**src/verilog/pwr_ctl_map.svh**
```systemverilog
// Purpose: offsets, fields, reset values and timing counts of the
//          reset source and power control block
// Assumes: 200 MHz aclk
// Notes:   see list below
// Operation
// unused bits 7-5 and bit 2 read zero, writes ignored
// watchdog config enable high forces soft enable to read one
// with config enable low, watchdog runs while soft enable is one
// in rc mode speed bit picks 4 MHz or 37 kHz, else ignored
// fast to slow switch stalls the core 100 to 300 us
// slow to fast switch stalls the core 1.25 to 3.25 us
// power-on reset clears the power-on flag; software sets it later
// brown-out reset clears brown-out flag; one means none since set
// brown-out flag undefined after power-on; software sets and checks
// brown-out flag meaningless while brown-out detect is disabled
// pin and watchdog resets leave both flags unchanged
// hardware clear beats a same-cycle software set
`ifndef PWR_CTL_MAP_SVH
`define PWR_CTL_MAP_SVH

// register indices; byte address is four times the index
`define PRS_INDEX        8'h8e
`define IRQ_STATUS_IDX   8'h90
`define IRQ_MASK_IDX     8'h91

`define BIT_SOFT_WDT     4
`define BIT_SPEED        3
`define BIT_POR          1
`define BIT_BOR          0
`define PRS_WMASK        8'h1b

`define SPEED_RESET      1'b1
`define SOFT_WDT_RESET   1'b0

// interrupt status bits
`define EV_POR           0
`define EV_BOR           1
`define EV_STALL_DONE    2
`define EV_WIDTH         3

// stall times, ns; minimum rounded up to cycles
`define CLK_PERIOD_NS    5
`define SLOW_STALL_NS    100000
`define FAST_STALL_NS    1250
`define SLOW_STALL_CYC   ((`SLOW_STALL_NS + `CLK_PERIOD_NS - 1) / `CLK_PERIOD_NS)
`define FAST_STALL_CYC   ((`FAST_STALL_NS + `CLK_PERIOD_NS - 1) / `CLK_PERIOD_NS)

`endif

```
**src/verilog/pwr_ctl_pkg.sv**
```systemverilog
// Purpose: types of the reset source and power control block
// Assumes: nothing
// Notes:   gray coded stall states
package pwr_ctl_pkg;
  typedef enum logic [1:0] {
    ST_RUN   = 2'b00,
    ST_STALL = 2'b01
  } stall_state_t;
endpackage

```
**src/verilog/reset_source_power_control.sv**
```systemverilog
// Purpose: reset cause flags, rc speed select, soft watchdog enable
// Assumes: axi4-lite slave, 32-bit data, one access of each kind at a time
// Notes:   flags survive aresetn; only power events and software writes touch them
//
// Local design decision: the AXI4-Lite register port.
`timescale 1ns/10ps
`include "pwr_ctl_map.svh"
module reset_source_power_control
  import pwr_ctl_pkg::*;
#(
  parameter int unsigned SLOW_STALL = `SLOW_STALL_CYC
) (
  input  wire logic        aclk,
  input  wire logic        aresetn,
  input  wire logic [9:0]  s_axi_awaddr,
  input  wire logic        s_axi_awvalid,
  output logic             s_axi_awready,
  input  wire logic [31:0] s_axi_wdata,
  input  wire logic [3:0]  s_axi_wstrb,
  input  wire logic        s_axi_wvalid,
  output logic             s_axi_wready,
  output logic [1:0]       s_axi_bresp,
  output logic             s_axi_bvalid,
  input  wire logic        s_axi_bready,
  input  wire logic [9:0]  s_axi_araddr,
  input  wire logic        s_axi_arvalid,
  output logic             s_axi_arready,
  output logic [31:0]      s_axi_rdata,
  output logic [1:0]       s_axi_rresp,
  output logic             s_axi_rvalid,
  input  wire logic        s_axi_rready,
  input  wire logic        watchdog_config_enable,
  input  wire logic        brownout_detect_enable,
  input  wire logic        rc_mode,
  input  wire logic        por_event,
  input  wire logic        bor_event,
  output logic             watchdog_run,
  output logic             rc_fast_select,
  output logic             core_stall,
  output logic             irq
);

  ////////////////////////////////////////////////////////////////////////
  // bus handshake

  logic        aw_held_reg;
  logic [9:0]  aw_addr_reg;
  logic        w_held_reg;
  logic [31:0] w_data_reg;
  logic        w_lane_reg;
  logic        ar_held_reg;
  logic [9:0]  ar_addr_reg;

  wire aw_take = s_axi_awvalid & s_axi_awready;
  wire w_take  = s_axi_wvalid & s_axi_wready;
  wire do_write = aw_held_reg & w_held_reg & ~s_axi_bvalid;
  wire do_read  = ar_held_reg & ~s_axi_rvalid;

  function automatic logic [1:0] decode(input logic [9:0] a);
    if (a[9:2] == `PRS_INDEX) decode = 2'd1;
    else if (a[9:2] == `IRQ_STATUS_IDX) decode = 2'd2;
    else if (a[9:2] == `IRQ_MASK_IDX) decode = 2'd3;
    else decode = 2'd0;
  endfunction

  wire [1:0] wsel = decode(aw_addr_reg);
  wire [1:0] rsel = decode(ar_addr_reg);
  wire wr_prs  = do_write & (wsel == 2'd1) & w_lane_reg;
  wire wr_stat = do_write & (wsel == 2'd2) & w_lane_reg;
  wire wr_mask = do_write & (wsel == 2'd3) & w_lane_reg;

  always_ff @(posedge aclk) begin
    if (!aresetn) begin
      aw_held_reg <= 1'b0;
      w_held_reg  <= 1'b0;
      ar_held_reg <= 1'b0;
      aw_addr_reg <= 10'h000;
      w_data_reg  <= 32'h0000_0000;
      w_lane_reg  <= 1'b0;
      ar_addr_reg <= 10'h000;
    end else begin
      if (aw_take) begin
        aw_held_reg <= 1'b1;
        aw_addr_reg <= {s_axi_awaddr[9:2], 2'b00};
      end else if (do_write) begin
        aw_held_reg <= 1'b0;
      end
      if (w_take) begin
        w_held_reg <= 1'b1;
        w_data_reg <= s_axi_wdata;
        w_lane_reg <= s_axi_wstrb[0];
      end else if (do_write) begin
        w_held_reg <= 1'b0;
      end
      if (s_axi_arvalid & s_axi_arready) begin
        ar_held_reg <= 1'b1;
        ar_addr_reg <= {s_axi_araddr[9:2], 2'b00};
      end else if (do_read) begin
        ar_held_reg <= 1'b0;
      end
    end
  end

  ////////////////////////////////////////////////////////////////////////
  // power control register

  // flags are kept apart from aresetn: pin and watchdog resets keep them
  logic por_flag_reg;
  logic bor_flag_reg;
  logic speed_reg;
  logic soft_wdt_reg;

  // clear wins over a same-cycle software set
  always_ff @(posedge aclk) begin
    if (por_event) begin
      por_flag_reg <= 1'b0;
    end else if (wr_prs) begin
      por_flag_reg <= w_data_reg[`BIT_POR];
    end
  end

  // power-on leaves it as it was: undefined until software sets it
  always_ff @(posedge aclk) begin
    if (bor_event & brownout_detect_enable) begin
      bor_flag_reg <= 1'b0;
    end else if (wr_prs) begin
      bor_flag_reg <= w_data_reg[`BIT_BOR];
    end
  end

  always_ff @(posedge aclk) begin
    if (!aresetn) begin
      speed_reg    <= `SPEED_RESET;
      soft_wdt_reg <= `SOFT_WDT_RESET;
    end else if (wr_prs) begin
      speed_reg    <= w_data_reg[`BIT_SPEED];
      // locked while the config word forces the watchdog on
      if (!watchdog_config_enable) begin
        soft_wdt_reg <= w_data_reg[`BIT_SOFT_WDT];
      end
    end
  end

  wire soft_wdt_view = soft_wdt_reg | watchdog_config_enable;
  wire [7:0] prs_view = {3'b000, soft_wdt_view, speed_reg,
                         1'b0, por_flag_reg, bor_flag_reg}
                        & `PRS_WMASK;

  ////////////////////////////////////////////////////////////////////////
  // speed change stall

  stall_state_t state_reg;
  logic [31:0]  stall_cnt_reg;
  logic         fast_now_reg;
  wire          fast_want = rc_mode & speed_reg;
  wire          change    = fast_want != fast_now_reg;
  wire          stall_end = (state_reg == ST_STALL) && (stall_cnt_reg == 32'd1);

  always_ff @(posedge aclk) begin
    if (!aresetn) begin
      state_reg     <= ST_RUN;
      stall_cnt_reg <= 32'd0;
      fast_now_reg  <= `SPEED_RESET;
    end else begin
      case (state_reg)
        ST_RUN: begin
          if (change && rc_mode) begin
            state_reg     <= ST_STALL;
            stall_cnt_reg <= fast_want ? 32'(`FAST_STALL_CYC)
                                       : SLOW_STALL;
          end else if (change) begin
            fast_now_reg <= fast_want;
          end
        end
        ST_STALL: begin
          stall_cnt_reg <= stall_cnt_reg - 32'd1;
          if (stall_cnt_reg == 32'd1) begin
            state_reg    <= ST_RUN;
            fast_now_reg <= fast_want;
          end
        end
        default: state_reg <= ST_RUN;
      endcase
    end
  end

  ////////////////////////////////////////////////////////////////////////
  // interrupts: sticky, write one to clear, set wins

  logic [`EV_WIDTH-1:0] stat_reg;
  logic [`EV_WIDTH-1:0] mask_reg;
  wire  [`EV_WIDTH-1:0] ev = {stall_end, bor_event & brownout_detect_enable,
                              por_event};

  always_ff @(posedge aclk) begin
    if (!aresetn) begin
      stat_reg <= '0;
      mask_reg <= '0;
    end else begin
      stat_reg <= ev | (stat_reg &
                  ~(wr_stat ? w_data_reg[`EV_WIDTH-1:0] : '0));
      if (wr_mask) mask_reg <= w_data_reg[`EV_WIDTH-1:0];
    end
  end

  ////////////////////////////////////////////////////////////////////////
  // outputs

  wire [31:0] rd_mux = (rsel == 2'd1) ? {24'h000000, prs_view} :
                       (rsel == 2'd2) ? {29'h0, stat_reg} :
                       (rsel == 2'd3) ? {29'h0, mask_reg} : 32'h0000_0000;

  always_ff @(posedge aclk) begin
    if (!aresetn) begin
      s_axi_awready  <= 1'b0;
      s_axi_wready   <= 1'b0;
      s_axi_arready  <= 1'b0;
      s_axi_bvalid   <= 1'b0;
      s_axi_bresp    <= 2'b00;
      s_axi_rvalid   <= 1'b0;
      s_axi_rresp    <= 2'b00;
      s_axi_rdata    <= 32'h0000_0000;
      watchdog_run   <= 1'b0;
      rc_fast_select <= 1'b1;
      core_stall     <= 1'b0;
      irq            <= 1'b0;
    end else begin
      s_axi_awready <= ~aw_held_reg & ~aw_take & ~s_axi_awready;
      s_axi_wready  <= ~w_held_reg & ~w_take & ~s_axi_wready;
      s_axi_arready <= ~ar_held_reg & ~s_axi_arready & ~s_axi_rvalid;
      if (do_write) begin
        s_axi_bvalid <= 1'b1;
        s_axi_bresp  <= (wsel == 2'd0) ? 2'b10 : 2'b00;
      end else if (s_axi_bready) begin
        s_axi_bvalid <= 1'b0;
      end
      if (do_read) begin
        s_axi_rvalid <= 1'b1;
        s_axi_rdata  <= rd_mux;
        s_axi_rresp  <= (rsel == 2'd0) ? 2'b10 : 2'b00;
      end else if (s_axi_rready) begin
        s_axi_rvalid <= 1'b0;
      end
      watchdog_run   <= soft_wdt_view;
      rc_fast_select <= fast_now_reg;
      // full count of cycles: minimum stall time is a hard floor
      core_stall     <= (state_reg == ST_STALL);
      irq            <= |(stat_reg & mask_reg);
    end
  end

endmodule
```
**config.mk**
```make
export PLATFORM = sky130hd
export DESIGN_NAME = reset_source_power_control
export DESIGN_NICKNAME = d
export VERILOG_FILES = /design/src/verilog/pwr_ctl_pkg.sv /design/src/verilog/reset_source_power_control.sv
export VERILOG_INCLUDE_DIRS = /design/src /design/src/verilog
export SDC_FILE = /design/constraint.sdc
export NUM_CORES = 1
export LEC_CHECK = 0
export BUFFER_PORTS_ARGS = -buffer_cell sky130_fd_sc_hd__buf_2
export CAP_MARGIN = 20
export CELL_PAD_IN_SITES_DETAIL_PLACEMENT = 0
export CELL_PAD_IN_SITES_GLOBAL_PLACEMENT = 1
export CORE_ASPECT_RATIO = 0.8
export CORE_UTILIZATION = 25
export DETAILED_ROUTE_END_ITERATION = 10
export HOLD_SLACK_MARGIN = 0.08
export PLACE_DENSITY = 0.61
export SYNTH_ARGS = -nofsm -noshare
export SYNTH_HDL_FRONTEND = slang
export SYNTH_SLANG_ARGS = --single-unit
```
**constraint.sdc**
```tcl
create_clock -name aclk -period 3.1 [get_ports aclk]
set_clock_uncertainty 0.2 [all_clocks]
set_input_delay 0.155 -clock aclk [delete_from_list [all_inputs] [get_ports aclk]]
set_output_delay 0.155 -clock aclk [all_outputs]
set_load 0.05 [all_outputs]
```
Word level (Yosys, flattened, before mapping)
Cells that the tools add are included.
- add/subtract/negate cells: 1
- eq/ne operators: 19
- mux-type cells: 31
- bitwise gates (word level): 36
- reductions and logical operators: 16
- operators by type and width (operator ; number):
    $pmux W32 S2 ; 1
    $eq A8 B8 Y1 const B ; 6
    $eq A32 B1 Y1 const B ; 1
    $mux W32 ; 1
    $sub A32 B1 Y32 const B ; 1
    $and A1 B1 Y1 ; 20
    $mux W2 ; 10
    $mux W15 ; 1
    $mux W1 ; 12
    $reduce_bool A2 Y1 ; 6
    $not A1 Y1 ; 11
    $mux W3 ; 3
    $eq A2 B2 Y1 const B ; 4
    $ne A2 B2 Y1 const B ; 4
    $and A3 B3 Y3 ; 2
    $eq A2 B1 Y1 const B ; 3
    $logic_not A2 Y1 ; 3
    $reduce_and A2 Y1 ; 3
    $mux W5 ; 1
    $pmux W2 S2 ; 1
    $reduce_and A4 Y1 ; 1
    $not A3 Y3 ; 1
    $or A3 B3 Y3 ; 1
    $reduce_or A3 Y1 ; 1
    other kinds (4) ; 5
- bits in registers: 115
- input port bits: 68
- output and inout port bits: 45
- word-level logic and storage cells: 131

Depth between registers and ports, before layout
- depth in word-level cells: 11
- mapped depth: 6
- gate-level depth less buffers: 6

Worst setup path after synthesis
Ideal clock, no wire load.
- path type: flip-flop to flip-flop
- start point: register stall_cnt_reg[18]
- end point: register stall_cnt_reg[25]
- setup time: 0.070 ns
- data arrival time: 1.785 ns
- data required time: 2.830 ns
- path slack: 1.045 ns
- stages on the path, launching flop included: 5
- buffers on the path: 0
- period minus slack after synthesis: 2.055 ns
- cell sequence: dfxtp_1 or4_4 or4_1 or4_1 a21oi_1
- word-level cells in the longest chain between the ends: 2
- ends and longest elaborated chain (element ; line ; text):
    start: declaration ; reset_source_power_control.sv:153 ; logic [31:0] stall_cnt_reg;
    start signal: assignment ; reset_source_power_control.sv:169 ; stall_cnt_reg <= fast_want ? 32'(`FAST_STALL_CYC)
    start signal: assignment ; reset_source_power_control.sv:176 ; stall_cnt_reg <= stall_cnt_reg - 32'd1;
    $sub A32 B1 Y32 ; reset_source_power_control.sv:176 ;
    $pmux W32 S2 ; reset_source_power_control.sv:165 ; case (state_reg)
Every way passes these cells.
A chain may end at the register's enable or synchronous reset.

Final worst setup path
- start point: register stall_cnt_reg[10]
- end point: register stall_cnt_reg[25]
The elaborated chain is that of the path after synthesis.

==> results.yml <==
setup_path:
  arrival_ps: 2480
  worstPathCellList: "nor4_2 -> nand3_1 -> or4_1 -> a21oi_1"
  path_max_fanout: 11
  critPathLaunchType: "flip-flop"
  worstPathRequired_ps: 3160
  cp_slowest_cell: "nor4_2"
  slowest_delay_ps: 620
  end_kind: "flip-flop"
  critical_path_class: "reg2reg"
hold_path:
  hold_path.class: "in2reg"
grt:
  grt_max_degree: 37
  track_usage: 0.131
  overflow: 0
  grt_pass1_wl_mm: 17.2
  antenna_found_initial: 0
  first_global_vias: 3415
placed_design:
  numPortBuffers: 49
  post-place-ws_ps: 671
  hpwl_mm: 7.17
  routabilityCongestion: 0.753
synthesis:
  async_reset_ff_frac: 0
  ys_ff_latch: 85
  synthFlopType: "dfxtp_1"
  syn_area_per_cell_sq_um: 8.61
  netlist_area_sq_um: 4050
  synth_seq_area_share: 0.420
  netlist_instances: 470
  netlist-cell-type-count: 60
  synth_edf_count: 0
  yosysWarnings: 0
detailed_routing:
  ant_nets: 0
  firstDrtPassIters: 5
  wl_per_cell_microns: 13.3
  vias_per_cell: 4.73
  vias: 3721
  drt_iter0_markers: 197
  route.detailed.drc: 0
  postRouteWirelength_mm: 10.5
sta:
  worstMarginPinSlew_ps: 679
  tns_ps: 0
  setup_slack_ps: 681
  fin_crit_sh: 0.780
  holdWs_ps: 102
  rsz0062_at_grt: "no"
  period_needed_ps: 2420
  setup_viol: 0
  finalMaxSlewViolations: 0
  fmax_mhz: 413
  timing.slew.headroom: 0.546
  hold_violations: 0
layout:
  utilization: 0.331
  syn2layout_area_growth_pct: 29.1
  final_net_count: 636
  drive_gt1_frac: 0.161
  diodes: 0
  fill_cells: 1670
  largest_register_ffs: 32
floorplanning:
  die_x_microns: 144
  dieHeight_microns: 116
  core_area_sq_um: 15800
  dieArea_sq_um: 16700
  rows: 41
  initial_core_util: 0.256
  num_io_pins: 113
power_and_ir_drop:
  vdd_drop_max_v: 0.000224
  leakage_nw: 1.95
  cellPowerDensity_nw_per_um2: 541
cts:
  cts_buffer_depth: 2
  path_clk_slew_ps: 60
  tritoncts: "yes"
  cts_num_sinks: 85
  insertion_delay_ps: 340
  clockRootBuffer: "clkbuf_16"
  cts-resized-gates: 0
  cts_inserted_buffers: 9
  cts-htree-levels: 3
status:
  status: "finished, final reports clean"
job:
  maxCapViolCount: 0
## routing by layer
metal,share of wire,track usage
met3,0.034,0.0277
met2,0.45,0.199
met5,0,0
met1,0.51,0.188
met4,0.0063,0.0323
## cell families (layout without fill, tap and decap cells)
kind of cell	after synthesis	after routing	synth area share
xor+xnor	5	5	0.0108
flops	85	85	0.420
other cells	1	29	0.000926
compound gates	115	115	0.180
simple gates	186	186	0.262
fa+ha+maj	2	2	0.00618
mux	12	12	0.0297
buf+inv	64	137	0.0903
## Yosys cell counts (4+ instances only)
cell / number / area, sq um
or2_2: 6 / 37.5
nand3_1: 33 / 165
nor3_1: 9 / 45.0
o21ai_0: 12 / 60.1
o31ai_1: 4 / 30.0
o211ai_1: 5 / 37.5
nand2_1: 40 / 150
mux2i_1: 12 / 120
nand2b_1: 9 / 56.3
or3_1: 7 / 43.8
o21a_1: 6 / 45.0
dfxtp_1: 85 / 1700
a21oi_1: 49 / 245
a31oi_1: 5 / 31.3
buf_4: 29 / 218
o311ai_0: 9 / 78.8
inv_1: 13 / 48.8
nor4_1: 12 / 75.1
nand4_1: 4 / 25.0
or4_1: 11 / 82.6
nor2_1: 27 / 101
xor2_1: 4 / 35.0
clkbuf_1: 16 / 60.1
## cell usage in the layout (no fill, tap or decap), types with 4 or more instances in the layout
cell type	count
a21oi_1	49
a31oi_1	5
buf_2	49
buf_4	6
clkbuf_16	9
conb_1	29
dfxtp_1	85
dlygate4sd3_1	53
inv_1	12
mux2i_1	12
nand2_1	40
nand2b_1	9
nand3_1	33
nand4_1	4
nor2_1	27
nor3_1	9
nor4_1	12
o211ai_1	5
o21a_1	6
o21ai_0	12
o311ai_0	9
o31ai_1	4
or2_2	6
or3_1	7
or4_1	11
xor2_1	4
## critical path: cells and delay by family, from the launching register on
family	cells	cell delay, ps
AOI/OAI and AO/OA	1	150
DFF	1	360
and+or+nand+nor	3	1640
## cell type report
| type | count | area [sq um] | share of cell area |
|---|---|---|---|
| clock buffer | 10 | 229 | 0.0438 |
| tap | 215 | 269 | 0.0515 |
| timing repair buffer | 108 | 821 | 0.157 |
| inverter | 13 | 48.8 | 0.00934 |
| multi-input combinational | 349 | 2090 | 0.399 |
| clock inverter | 6 | 71.3 | 0.0136 |
| sequential | 85 | 1700 | 0.326 |
## worst paths after layout
kind | startpoint | end | cells past startpoint | slack [ps]
min reg2reg | stall_cnt_reg[30]$_SDFFE_PN0P_ | stall_cnt_reg[30]$_SDFFE_PN0P_ | 1 | 250
max | stall_cnt_reg[10]$_SDFFE_PN0P_ | stall_cnt_reg[25]$_SDFFE_PN0P_ | 4 | 680
max reg2reg | stall_cnt_reg[10]$_SDFFE_PN0P_ | stall_cnt_reg[25]$_SDFFE_PN0P_ | 4 | 680
min | s_axi_wvalid | w_held_reg$_SDFFE_PN0P_ | 3 | 100
## power by group
group	switching (W)	leakage [nW]	internal, W
registers	0.0000688	0.692	0.00115
clock network	0.000453	0.139	0.000630
logic	0.000342	1.12	0.000188
## stage by stage
step	cell area, sq um	total power (W)	instances
4_1_cts	5230	0.00286	786
2_1_floorplan	4150	0.00163	498
3_3_place_gp	4400	0.00171	717
5_1_grt	5230	0.00296	786
6_report	5230	0.00283	786
3_5_place_dp	4400	0.00172	717
## what timing repair did
action | in CTS | in global routing
endpoints found under the setup margin | 0 | 0
hold buffers | 53 | 0
hold endpoints to repair | 34 | 0
buffers inserted | 0 | 0
No activity file was read; power rests on OpenSTA's default activity.
